## config.mk

```make
export PLATFORM = sky130hd
export DESIGN_NAME = sio_output_count_fault_flags
export DESIGN_NICKNAME = d
export VERILOG_FILES = /design/src/logic/sio_pkg.sv /design/src/logic/sio_output_count_fault_flags.sv
export SDC_FILE = /design/constraint.sdc
export NUM_CORES = 1
export LEC_CHECK = 0
export BUFFER_PORTS_ARGS = -buffer_cell sky130_fd_sc_hd__buf_2
export CAP_MARGIN = 0
export CORE_ASPECT_RATIO = 0.8
export CORE_MARGIN = 2
export CORE_UTILIZATION = 25
export DETAILED_ROUTE_END_ITERATION = 10
export PLACE_DENSITY = 0.43
export RECOVER_POWER = 100
export REMOVE_ABC_BUFFERS = 1
export SLEW_MARGIN = 30
export SYNTH_ARGS = -nofsm -noshare
export SYNTH_HDL_FRONTEND = slang
export SYNTH_SLANG_ARGS = --single-unit
```

## constraint.sdc

```tcl
create_clock -name aclk -period 4.52 [get_ports aclk]
set_input_delay 0.226 -clock aclk [delete_from_list [all_inputs] [get_ports aclk]]
set_output_delay 0.226 -clock aclk [all_outputs]
set_load 0.02 [all_outputs]
```

## src/logic/sio_pkg.sv

```systemverilog
package sio_pkg;

  // ----------------------------------------------------------------
  // sizes
  // ----------------------------------------------------------------
  localparam int NUM_POINTS = 16;
  localparam int NUM_PORTS  = 8;
  localparam int CNT_W      = 16;
  localparam int AXI_AW     = 8;
  localparam int AXI_DW     = 32;
  localparam int IRQ_W      = 6;
  localparam int BLINK_W    = 24;

  // ----------------------------------------------------------------
  // timing
  // ----------------------------------------------------------------
  localparam int CLK_HZ            = 40_000_000;
  localparam int LED_BLINK_HALF_MS = 250;
  localparam int BLINK_HALF_CYCLES = LED_BLINK_HALF_MS * (CLK_HZ / 1000);

  // ----------------------------------------------------------------
  // register map, byte addresses
  // ----------------------------------------------------------------
  localparam logic [AXI_AW-1:0] REG_SUPPLY   = 8'h00;
  localparam logic [AXI_AW-1:0] REG_SIG_SHRT = 8'h04;
  localparam logic [AXI_AW-1:0] REG_SNS_SHRT = 8'h08;
  localparam logic [AXI_AW-1:0] REG_DIR      = 8'h0c;
  localparam logic [AXI_AW-1:0] REG_IRQ_ST   = 8'h10;
  localparam logic [AXI_AW-1:0] REG_IRQ_MASK = 8'h14;
  localparam logic [1:0]        CNT_PAGE     = 2'h1;   // 0x40..0x7c
  localparam int                PAGE_LSB     = 6;
  localparam int                PAGE_MSB     = 7;
  localparam int                IDX_LSB      = 2;
  localparam int                IDX_MSB      = 5;
  localparam logic [3:0]        CNT_CLR_STRB = 4'h3;

  // ----------------------------------------------------------------
  // field positions
  // ----------------------------------------------------------------
  localparam int SUP_MOD_BIT  = 0;
  localparam int SUP_ACT_BIT  = 1;
  localparam int SUP_CRIT_BIT = 2;
  localparam int IRQ_MOD      = 0;
  localparam int IRQ_ACT      = 1;
  localparam int IRQ_CRIT     = 2;
  localparam int IRQ_SIG      = 3;
  localparam int IRQ_SNS      = 4;
  localparam int IRQ_WRAP     = 5;

  localparam logic [1:0] RESP_OKAY   = 2'h0;
  localparam logic [1:0] RESP_SLVERR = 2'h2;

  typedef enum logic [2:0] {
    SEL_SUPPLY, SEL_SIG, SEL_SNS, SEL_DIR, SEL_IRQ_ST, SEL_IRQ_MASK, SEL_CNT, SEL_NONE
  } reg_sel_e;

  // ----------------------------------------------------------------
  // carriers
  // ----------------------------------------------------------------
  typedef struct packed {
    logic                  module_sensor_supply_low;
    logic                  actuator_supply_low;
    logic                  actuator_supply_critical;
    logic [NUM_POINTS-1:0] signal_line_short;
    logic [NUM_PORTS-1:0]  sensor_supply_short;
  } det_pins_s;

  typedef struct packed {
    logic                  module_supply_low_flag;
    logic                  actuator_supply_low_flag;
    logic                  actuator_supply_critical_flag;
    logic [NUM_POINTS-1:0] signal_line_short_flags;
    logic [NUM_PORTS-1:0]  sensor_supply_short_flags;
  } fault_flags_s;

  typedef struct packed {
    det_pins_s                         sync1;
    det_pins_s                         sync2;
    logic [NUM_POINTS-1:0]             dir;
    logic [NUM_POINTS-1:0]             drive;
    logic [NUM_POINTS-1:0][CNT_W-1:0]  cnt;
    logic                              apply_prev;
    fault_flags_s                      flags;
    logic                              mod_led;
    logic                              act_led;
    logic                              blink;
    logic [BLINK_W-1:0]                blink_cnt;
    logic [IRQ_W-1:0]                  irq_st;
    logic [IRQ_W-1:0]                  irq_mask;
    logic                              aw_v;
    logic [AXI_AW-1:0]                 aw_addr;
    logic                              w_v;
    logic [AXI_DW-1:0]                 w_data;
    logic [3:0]                        w_strb;
    logic                              b_v;
    logic [1:0]                        b_resp;
    logic                              r_v;
    logic [AXI_DW-1:0]                 r_data;
    logic [1:0]                        r_resp;
  } state_s;

  localparam state_s STATE_RST = '0;

endpackage : sio_pkg
```

## src/logic/sio_output_count_fault_flags.sv

```systemverilog
// Chosen here: the register offsets and the AXI4-Lite interface to the registers.
`timescale 1ns/100ps
// Function
// - output pins follow remote bits when output
// - later direction change latched on apply request
// - one 16-bit ON counter per output
// - counter wraps from 65535 to zero
// - counts kept across device swap, cleared power-up
// - write zero clears counter, read returns count
// - module supply low: flag and steady LED
// - actuator supply low: flag and flashing LED
// - actuator supply critical: flag and steady LED
// - actuator flags valid only with module supply
// - short engages current limit, output stays on
// - sensor supply short flagged at 1.6A
// - signal line short flagged at 3A
// - short sets signal and sensor short flags
// - monitoring always on, needs no setting
module sio_output_count_fault_flags
  import sio_pkg::*;
#(
  parameter logic [BLINK_W-1:0] BLINK_HALF = BLINK_W'(BLINK_HALF_CYCLES)
)
(
  input  wire logic                  aclk,
  input  wire logic                  aresetn,
  input  wire logic [NUM_POINTS-1:0] remote_output_bits,
  input  wire logic [NUM_POINTS-1:0] channel_direction_select_bits,
  input  wire logic                  operating_condition_apply_request,
  input  wire logic                  initial_processing_active,
  input  wire det_pins_s             detector_pins,
  output logic [NUM_POINTS-1:0]      switched_output_points,
  output logic [NUM_POINTS-1:0]      output_direction,
  output logic [NUM_POINTS-1:0]      signal_line_limit,
  output logic [NUM_PORTS-1:0]       sensor_supply_limit,
  output fault_flags_s               fault_flags,
  output logic                       module_supply_led_red,
  output logic                       actuator_supply_led_red,
  output logic                       irq,
  input  wire logic                  awvalid,
  output logic                       awready,
  input  wire logic [AXI_AW-1:0]     awaddr,
  input  wire logic [2:0]            awprot,
  input  wire logic                  wvalid,
  output logic                       wready,
  input  wire logic [AXI_DW-1:0]     wdata,
  input  wire logic [3:0]            wstrb,
  output logic                       bvalid,
  input  wire logic                  bready,
  output logic [1:0]                 bresp,
  input  wire logic                  arvalid,
  output logic                       arready,
  input  wire logic [AXI_AW-1:0]     araddr,
  input  wire logic [2:0]            arprot,
  output logic                       rvalid,
  input  wire logic                  rready,
  output logic [AXI_DW-1:0]          rdata,
  output logic [1:0]                 rresp
);

  // ----------------------------------------------------------------
  // address decode
  // ----------------------------------------------------------------
  function automatic reg_sel_e decode(input logic [AXI_AW-1:0] a);
    reg_sel_e s;
    s = SEL_NONE;
    if (a[PAGE_MSB:PAGE_LSB] == CNT_PAGE)
    begin
      s = SEL_CNT;
    end
    else
    begin
      unique case (a)
        REG_SUPPLY:   s = SEL_SUPPLY;
        REG_SIG_SHRT: s = SEL_SIG;
        REG_SNS_SHRT: s = SEL_SNS;
        REG_DIR:      s = SEL_DIR;
        REG_IRQ_ST:   s = SEL_IRQ_ST;
        REG_IRQ_MASK: s = SEL_IRQ_MASK;
        default:      s = SEL_NONE;
      endcase
    end
    return s;
  endfunction : decode

  // ----------------------------------------------------------------
  // state and helpers
  // ----------------------------------------------------------------
  state_s                q;
  state_s                d;
  fault_flags_s          nf;
  logic [NUM_POINTS-1:0] on_rise;
  logic [NUM_POINTS-1:0] cnt_clr;
  logic [NUM_POINTS-1:0] cnt_max;
  logic [IRQ_W-1:0]      ev;
  logic                  wr_fire;
  reg_sel_e              wsel;
  reg_sel_e              rsel;
  logic [IDX_MSB-IDX_LSB:0] widx;

  // next flag values straight from the second sync stage, no enable bit
  always_comb
  begin
    nf.module_supply_low_flag        = q.sync2.module_sensor_supply_low;
    nf.actuator_supply_low_flag      = q.sync2.actuator_supply_low &
                                       ~q.sync2.module_sensor_supply_low;
    nf.actuator_supply_critical_flag = q.sync2.actuator_supply_critical &
                                       ~q.sync2.module_sensor_supply_low;
    nf.signal_line_short_flags       = q.sync2.signal_line_short;
    nf.sensor_supply_short_flags     = q.sync2.sensor_supply_short;
  end

  // register write fires once both address and data are held
  assign wr_fire = q.aw_v & q.w_v & ~q.b_v;
  assign wsel    = decode(q.aw_addr);
  assign rsel    = decode(araddr);
  assign widx    = q.aw_addr[IDX_MSB:IDX_LSB];
  assign on_rise = (q.dir & remote_output_bits) & ~q.drive;

  // per-output clear strobe and wrap detect
  for (genvar i = 0; i < NUM_POINTS; i++)
  begin : g_cnt
    assign cnt_clr[i] = wr_fire && (wsel == SEL_CNT) && (widx == (IDX_MSB - IDX_LSB + 1)'(i)) &&
                        ((q.w_strb & CNT_CLR_STRB) == CNT_CLR_STRB) &&
                        (q.w_data[CNT_W-1:0] == '0);
    assign cnt_max[i] = &q.cnt[i];
  end

  // interrupt events: new fault edges and counter wraps
  assign ev[IRQ_MOD]  = nf.module_supply_low_flag & ~q.flags.module_supply_low_flag;
  assign ev[IRQ_ACT]  = nf.actuator_supply_low_flag & ~q.flags.actuator_supply_low_flag;
  assign ev[IRQ_CRIT] = nf.actuator_supply_critical_flag & ~q.flags.actuator_supply_critical_flag;
  assign ev[IRQ_SIG]  = |(nf.signal_line_short_flags & ~q.flags.signal_line_short_flags);
  assign ev[IRQ_SNS]  = |(nf.sensor_supply_short_flags & ~q.flags.sensor_supply_short_flags);
  assign ev[IRQ_WRAP] = |(on_rise & cnt_max & ~cnt_clr);

  // ----------------------------------------------------------------
  // next state
  // ----------------------------------------------------------------
  always_comb
  begin
    d = q;
    // detector pins come from the analog side, two flops before use
    d.sync1 = detector_pins;
    d.sync2 = q.sync1;
    d.flags = nf;

    // direction follows select bits during initial processing, then only on apply
    if (initial_processing_active)
    begin
      d.dir = channel_direction_select_bits;
    end
    else if (operating_condition_apply_request && !q.apply_prev)
    begin
      d.dir = channel_direction_select_bits;
    end
    d.apply_prev = operating_condition_apply_request;
    // shorts do not drop the output; the driver limits current instead
    d.drive = q.dir & remote_output_bits;

    // ON counters: only reset and a zero write clear them
    for (int i = 0; i < NUM_POINTS; i++)
    begin
      if (cnt_clr[i])
      begin
        d.cnt[i] = '0;
      end
      else if (on_rise[i])
      begin
        d.cnt[i] = q.cnt[i] + CNT_W'(1);
      end
    end

    // led blink base; free running so all flashing leds stay in phase
    if (q.blink_cnt >= BLINK_HALF - BLINK_W'(1))
    begin
      d.blink_cnt = '0;
      d.blink     = ~q.blink;
    end
    else
    begin
      d.blink_cnt = q.blink_cnt + BLINK_W'(1);
    end
    d.mod_led = nf.module_supply_low_flag;
    d.act_led = nf.actuator_supply_critical_flag |
                (nf.actuator_supply_low_flag & q.blink);

    // sticky status: a new event beats a same-cycle clear
    d.irq_st = q.irq_st;
    if (wr_fire && wsel == SEL_IRQ_ST)
    begin
      d.irq_st = q.irq_st & ~q.w_data[IRQ_W-1:0];
    end
    d.irq_st = d.irq_st | ev;
    if (wr_fire && wsel == SEL_IRQ_MASK)
    begin
      d.irq_mask = q.w_data[IRQ_W-1:0];
    end

    // write channel capture, either order
    if (awvalid && awready)
    begin
      d.aw_v    = 1'b1;
      d.aw_addr = awaddr;
    end
    if (wvalid && wready)
    begin
      d.w_v    = 1'b1;
      d.w_data = wdata;
      d.w_strb = wstrb;
    end
    if (wr_fire)
    begin
      d.aw_v   = 1'b0;
      d.w_v    = 1'b0;
      d.b_v    = 1'b1;
      d.b_resp = (wsel == SEL_NONE) ? RESP_SLVERR : RESP_OKAY;
    end
    if (q.b_v && bready)
    begin
      d.b_v = 1'b0;
    end

    // read channel: data captured at the address handshake
    if (q.r_v && rready)
    begin
      d.r_v = 1'b0;
    end
    if (arvalid && arready)
    begin
      d.r_v    = 1'b1;
      d.r_resp = RESP_OKAY;
      d.r_data = '0;
      unique case (rsel)
        SEL_SUPPLY:
        begin
          d.r_data[SUP_MOD_BIT]  = q.flags.module_supply_low_flag;
          d.r_data[SUP_ACT_BIT]  = q.flags.actuator_supply_low_flag;
          d.r_data[SUP_CRIT_BIT] = q.flags.actuator_supply_critical_flag;
        end
        SEL_SIG:      d.r_data[NUM_POINTS-1:0] = q.flags.signal_line_short_flags;
        SEL_SNS:      d.r_data[NUM_PORTS-1:0]  = q.flags.sensor_supply_short_flags;
        SEL_DIR:      d.r_data[NUM_POINTS-1:0] = q.dir;
        SEL_IRQ_ST:   d.r_data[IRQ_W-1:0]      = q.irq_st;
        SEL_IRQ_MASK: d.r_data[IRQ_W-1:0]      = q.irq_mask;
        SEL_CNT:      d.r_data[CNT_W-1:0]      = q.cnt[araddr[IDX_MSB:IDX_LSB]];
        SEL_NONE:     d.r_resp                 = RESP_SLVERR;
      endcase
    end
  end

  // ----------------------------------------------------------------
  // state register
  // ----------------------------------------------------------------
  always_ff @(posedge aclk)
  begin
    if (!aresetn)
    begin
      q <= STATE_RST;
    end
    else
    begin
      q <= d;
    end
  end

  // ----------------------------------------------------------------
  // outputs
  // ----------------------------------------------------------------
  assign switched_output_points  = q.drive;
  assign output_direction        = q.dir;
  assign signal_line_limit       = q.flags.signal_line_short_flags;
  assign sensor_supply_limit     = q.flags.sensor_supply_short_flags;
  assign fault_flags             = q.flags;
  assign module_supply_led_red   = q.mod_led;
  assign actuator_supply_led_red = q.act_led;
  assign irq                     = |(q.irq_st & q.irq_mask);
  assign awready                 = ~q.aw_v & ~q.b_v;
  assign wready                  = ~q.w_v & ~q.b_v;
  assign bvalid                  = q.b_v;
  assign bresp                   = q.b_resp;
  assign arready                 = ~q.r_v;
  assign rvalid                  = q.r_v;
  assign rdata                   = q.r_data;
  assign rresp                   = q.r_resp;

  for (genvar i = 0; i < NUM_POINTS; i++)
  begin : g_chk

  end
endmodule : sio_output_count_fault_flags

```

==> results.cfg, run 1 <==
[drt]
avgRoutedWirePerCell_um = 18.41
drc_errors = 0
drt.antenna.violating_nets = 0
route.vias.total = 16810
detail_route.iter0.violations = 1163
1st_pass_router_iterations = 5
wl_um = 66720
vias_per_cell = 4.639

[timing]
unrepaired_setup_endpoints_after_global_routing = no
final.setup.tns_ps = 0
final-max-slew-violation-count = 182
timing.final.crit_period_ps = 3364
setup_viol = 0
period_utilisation_layout_pct = 74.42
fmaxAchievable_mhz = 297.3
max-slew-margin-rel_pct = -55.89
clock-skew-final_ps = 19.98
actual_slew_at_the_worst_max_slew_pin_ps = 2338
fin_worst_hold_slack_ps = 119.1
hold_violations = 0

[global_route]
track_usage_pct = 15.02
antenna_violations_before_repair = 9
via_count_of_the_first_global_routing_pass = 16350
grt_start_max_net_pins = 85
globalRouteOverflowTotal = 0
grt_first_pass_wirelength_um = 100400

[die]
starting_density_of_the_core_pct = 25.30
i_o_pins = 253
floorplan.die.height_um = 265.2
core-area_um2 = 84270
chipWidth_um = 330.5
row_count = 95
fp.dieArea_um2 = 87650

[yosys]
number_of_flops_mapped_to_enable_cells_by_yosys = 0
mapped_area_um2 = 21320
syn_inst = 2286
yosysUniqueCellTypes = 63
ys_async_sr_fraction_pct = 0
synth.largest_area_cell = dfxtp_1
postSynthRegisterBits = 456
synth_seq_area_share_pct = 42.82
synth.top_cell.area_share_pct = 42.82
synth-main-ff-cell = dfxtp_1
syn-mean-instance-area_um2 = 9.327
ys.warnings.count = 0
ys_top_cells_by_area = dfxtp_1, mux4_2, xor2_1

[setup_path]
timing.critical_path.max_delay_family = simple AND/OR/NAND/NOR gates
worst_setup_path_end_kind = flip-flop
critical_path.most_common_cell = nor2_1
critPathBufInv = 0
arrival_ps = 3780
worst_ep_required_time_ps = 4940
worst-path-max-fanout = 16
timing.critical_path.slowest_cell_delay_ps = 1080
crit_path_cell_trace = nor4b_1, nand4_1, nor2_1, nand3_1, o21ai_1, nor2_1
worst_path_max_delay_cell = o21ai_1
startpoint_type = flip-flop
timing_worst_setup_path_type = reg2reg

[cts]
clkTransAtPathRegs_ps = 60
numClockSinks = 456
cts_root_buf = clkbuf_16
clk_latency_ps = 610
cts-root-to-sink-buffers = 3
tritoncts_buffer_count = 50
tritoncts = built
cts.htree.levels = 2

[placement]
buffer_ports.inserted = 210
hpwlAfterDp_um = 50630
place.gp.congestion = 0.8571

[finish]
drive_gt1_share_pct = 11.58
syn_to_final_growth_pct = 18.35
num-nets-final = 2607
final_core_utilization_pct = 29.94

[power]
total_power_per_unit_cell_area_nw_per_um2 = 362.5
total_power_w = 0.009147
worst_ir_drop_vdd_mv = 0.2495
power.static_leakage_nw = 9.156

[status]
violations = capacitance limit, slew limit
status = finished, violations left

[min_path]
hold_path_class = in2reg

[flow_run]
maxCapViolCount = 5
-- power breakdown --
part | internal [W] | switching (W)
clock network | 0.00257 | 0.00178
registers | 0.00411 | 0.0000982
logic | 0.000243 | 0.000352
total | 0.00691 | 0.00223
-- stage by stage --
stage                     instance area, um2  worst slack [ps]  instances
after global placement                 22770              1553       3438
final                                  25230              1156       3624
after CTS                              25430              1656       3620
after detailed placement               22800              1602       3438
after floorplan                        20120              2243       2092
after global routing                   25220             928.0       3621
-- what timing repair did --
item / in CTS / in global routing
hold buffers: 89 / 0
buffers inserted: 0 / 0
endpoints found under the hold margin: 88 / 0
endpoints found under the setup margin: 0 / 0
resized for setup: 0 / 0
-- kinds of logic (layout without fill, tap and decap cells) --
group                      Yosys count  in the layout  share of synthesized area [%]
other                                1             22                        0.01759
muxes                              125            125                          10.58
xor gates and xnor gates           250            250                          10.27
DFF                                456            456                          42.82
and+or+nand+nor                   1006           1006                          23.20
adders and majority gates           17             17                         0.9976
buffers and inverters              250            452                          6.626
AOI/OAI and AO/OA                  181            181                          5.493
-- tightest hold or removal path, delay by kind of cell --
family	cells	cell delay (ps)
simple gates	2	280
compound gates	1	60
buf+inv	1	90
-- sequential cells by signal, indices dropped and copies added (netlist names) --
| signal | flops |
|---|---|
| q | 324 |
| d | 52 |
| output_direction | 16 |
| rdata | 16 |
| signal_line_limit | 16 |
| switched_output_points | 16 |
| sensor_supply_limit | 8 |
| fault_flags | 2 |
| actuator_supply_led_red | 1 |
| bresp | 1 |
| bvalid | 1 |
| module_supply_led_red | 1 |
| rresp | 1 |
| rvalid | 1 |
-- metal layers --
layer / track usage [%] / routed length (um) / share of wire (%)
met4: 4.280 / 1589 / 2.4
met3: 2.991 / 3764 / 5.6
met1: 22.41 / 33760 / 51
met2: 21.63 / 27600 / 41
met5: 0 / 11 / 0.016
-- final cells by class --
cell class / count / area [um2]
Fill cell: 8861 / 59040
Inverter: 39 / 146.4
Tap cell: 1115 / 1395
Timing Repair Buffer: 320 / 1953
Clock inverter: 27 / 352.8
Multi-Input combinational cell: 1597 / 10860
Sequential cell: 456 / 9129
Clock buffer: 66 / 1381
Antenna cell: 4 / 10.01
-- placed cells by master (no fill, tap or decap), types with 8 or more instances in the layout --
| cell | n |
|---|---|
| and2_0 | 44 |
| a21oi_1 | 37 |
| o22ai_1 | 8 |
| nor3_1 | 15 |
| nor2b_1 | 41 |
| a21boi_0 | 28 |
| xnor2_1 | 75 |
| nand4_1 | 79 |
| or3_1 | 13 |
| and3_1 | 57 |
| xor2_1 | 175 |
| mux2i_1 | 43 |
| inv_1 | 39 |
| buf_2 | 97 |
| and3b_1 | 9 |
| o21ai_0 | 45 |
| buf_4 | 9 |
| nand3_1 | 78 |
| clkbuf_1 | 131 |
| dlygate4sd3_1 | 89 |
| dfxtp_1 | 456 |
| mux4_2 | 80 |
| clkbuf_16 | 50 |
| ha_1 | 17 |
| clkinv_2 | 10 |
| conb_1 | 18 |
| and4_1 | 28 |
| nand2_1 | 212 |
| nor2_1 | 345 |
| a221oi_1 | 16 |
| and2_1 | 47 |
-- path summary, 6_finish.rpt --
check          start     end  slack (ps)  cells past startpoint
max            q[54]  q[328]        1160                      6
min          awvalid   q[81]         120                      4
max reg2reg    q[54]  q[328]        1160                      6
min reg2reg   d[439]  d[123]         430                      1
-- synth_stat cells, drive strengths merged, types with 3 or more instances --
| master | instances |
|---|---|
| ha | 17 |
| a21boi | 28 |
| and3 | 57 |
| nor2b | 41 |
| inv | 39 |
| a22oi | 4 |
| o31ai | 4 |
| a31oi | 3 |
| o2bb2ai | 3 |
| nand2 | 212 |
| nor3 | 15 |
| dfxtp | 456 |
| and4 | 28 |
| nor2 | 345 |
| and3b | 9 |
| nand3 | 78 |
| o22ai | 8 |
| a21oi | 38 |
| buf | 134 |
| clkbuf | 77 |
| nand3b | 5 |
| or4 | 3 |
| nor4 | 9 |
| o211ai | 4 |
| nor4b | 4 |
| or3 | 13 |
| nand2b | 7 |
| a221oi | 16 |
| mux4 | 80 |
| nand4 | 79 |
| or2 | 3 |
| and2 | 91 |
| mux2i | 43 |
| a211oi | 3 |
| o21ai | 54 |
| xnor2 | 75 |
| xor2 | 175 |
| nand4b | 5 |
No activity file was read; power rests on OpenSTA's default activity.
==> inputs of run 2 (changes only) <==
- ABC_AREA: not set -> 1
- PLACE_DENSITY: 0.43 -> 0.44
- clock period: 4.52 -> 2.8 ns (I/O delays scaled with it)
==> results.cfg, run 2 <==
[timing]
clock-skew-final_ps = 24.78
final.setup.tns_ps = 0
hold_violations = 0
setup_viol = 0
fin_worst_hold_slack_ps = 59.90
fmaxAchievable_mhz = 393.7
postLayoutSetupSlackWorst_ps = 259.7
max-slew-margin-rel_pct = 10.51
unrepaired_setup_endpoints_after_global_routing = no
actual_slew_at_the_worst_max_slew_pin_ps = 1342
final-max-slew-violation-count = 0
timing.final.crit_period_ps = 2540
period_utilisation_layout_pct = 90.72

[finish]
largest_reg_flops = 324
num-nets-final = 3790
max_flop_register = q
most_frequent_standard_cell_in_the_layout_excluding_fill_and_tap_cells = nand2_1
syn_to_final_growth_pct = 18.25
antenna-diode-count = 0
final_core_utilization_pct = 29.81
mostFrequentLayoutCells = nand2_1, inv_1, dfxtp_1, nor2_1, a21oi_1
drive_gt1_share_pct = 8.110

[global_route]
antenna_violations_before_repair = 0
grt_first_pass_wirelength_um = 121300
track_usage_pct = 16.33
globalRouteOverflowTotal = 0
via_count_of_the_first_global_routing_pass = 20190
grt_start_max_net_pins = 53

[drt]
drc_errors = 0
detail_route.iter0.violations = 1686
drt.antenna.violating_nets = 0
wl_um = 80110
vias_per_cell = 4.402
avgRoutedWirePerCell_um = 16.31
route.vias.total = 21620
1st_pass_router_iterations = 6

[placement]
post-place-ws_ps = 342.3
place.gp.congestion = 0.8757
buffer_ports.inserted = 210
hpwlAfterDp_um = 61740

[power]
total_power_w = 0.01529
power.static_leakage_nw = 11.04
internal-power_w = 0.01123
comb_power_share_pct = 9.2
pwr-share-clk_pct = 46.7
power.switching_w = 0.004059
worst_ir_drop_vdd_mv = 0.4360
power.share.sequential_pct = 44.2
total_power_per_unit_cell_area_nw_per_um2 = 552.6
power.share.switching_pct = 26.55

[setup_path]
timing_worst_setup_path_type = reg2reg
worst-path-max-fanout = 11
arrival_ps = 3010
startpoint_type = flip-flop
rrSetupSlack_ps = 260
worst_setup_path_end_kind = flip-flop
worst_ep_required_time_ps = 3270

[yosys]
number_of_flops_mapped_to_enable_cells_by_yosys = 0
ys_async_sr_fraction_pct = 0
largest_family_of_logic_cells_by_synthesized_area = simple AND/OR/NAND/NOR gates
post_synth_fa_ha_maj_area_fraction_pct = 0.9089
synth_compound_gate_area_share_pct = 11.45
synth_seq_area_share_pct = 39.01
postSynthRegisterBits = 456
synth-simple-area-share_pct = 30.51
muxShareOfSynthArea_pct = 0
yosysUniqueCellTypes = 52
mapped_area_um2 = 23400
syn_inst = 3430
yosys.cell_count.top_type = nand2_1
syn-mean-instance-area_um2 = 6.823
synth.top_cell.area_share_pct = 39.01
synth_xor_area_share_pct = 4.716
ys.warnings.count = 0
ys_top_cells_by_area = dfxtp_1, nand2_1, inv_1
synth.cells.most_frequent = nand2_1, inv_1, dfxtp_1
synth-main-ff-cell = dfxtp_1
synth.largest_area_cell = dfxtp_1

[cts]
postCtsSetupBuffers = 0
numClockSinks = 456
tritoncts = built
clkTransAtPathRegs_ps = 60
cts_root_buf = clkbuf_16
cts-root-to-sink-buffers = 3
tritoncts_buffer_count = 53
cts.htree.levels = 2
clk_latency_ps = 640

[status]
status = finished clean

[flow_run]
maxCapViolCount = 0

[die]
floorplan.die.height_um = 277.7
core-area_um2 = 92840
fp.dieArea_um2 = 96090
chipWidth_um = 346.1
i_o_pins = 253
starting_density_of_the_core_pct = 25.21
row_count = 100

[min_path]
hold_path_class = in2reg
[run 2: cell count changes after synthesis, sizes merged, moves of 47 or more]
cell   change
and3      -57
nor2      +77
o21ai    +116
nor3      +72
inv      +432
xnor2     -47
mux4      -80
a21oi    +198
nand3     +75
xor2      -77
nand2    +634
and2      -91
[run 2: layout make-up]
cell class	count	area [um2]
multi-input combinational	2296	11140
fill	10350	65170
sequential	456	9129
clock inverter	16	245.2
timing repair buffer	367	2328
clock buffer	79	1524
tap	1224	1531
inverter	473	1778
[run 2: worst max-delay path: stages, from the launching register on]
cell and delay, ps:
dfxtp_1 390, nand2_1 80, nor2_1 270, nand2_1 350, nor3_1 230, nand2_1 220
nand2_1 110, nand2_1 100, nor2_1 210, nand2_1 140, nor2_1 180, a21oi_1 80
[run 2: final timing paths]
path          start  endpoint  depth (start not counted)
max reg2reg   q[74]     q[95]                         11
max           q[74]     q[95]                         11
min reg2reg  d[449]    d[133]                          2
min          wvalid     q[45]                          4
[run 2: cells by family after synthesis]
family	after synthesis
compound gates	491
xor+xnor	126
fa+ha+maj	17
buf+inv	695
flops	456
other cells	1
simple gates	1644
[run 2: metal layers]
metal / up-vias / GRT usage (%) / routed length (um)
met5: - / 0 / 0
met2: 569 / 22.91 / 31150
met4: 0 / 3.829 / 1614
met1: 9799 / 24.47 / 41230
li1: 11160 / - / -
met3: 86 / 4.251 / 6107
[run 2: per-stage QoR]
step,std cells,cell area [um2]
2_1_floorplan,3225,22110
3_3_place_gp,4710,25140
3_5_place_dp,4710,25140
4_1_cts,4911,27970
5_1_grt,4911,27670
6_report,4911,27670
[run 2: power groups by stage]
stage	logic, W	clock network, W	registers (W)
final	0.00140	0.00714	0.00676
after global routing	0.00154	0.00762	0.00677
after CTS	0.00144	0.00733	0.00676
after detailed placement	0.00131	0	0.00690
after global placement	0.00132	0	0.00690
after floorplan	0.000590	0	0.00693
[run 2: timing repair]
action,4_1_cts,5_1_grt
hold buffers,106,0
endpoints found under the hold margin,141,0
gates resized for setup,0,0
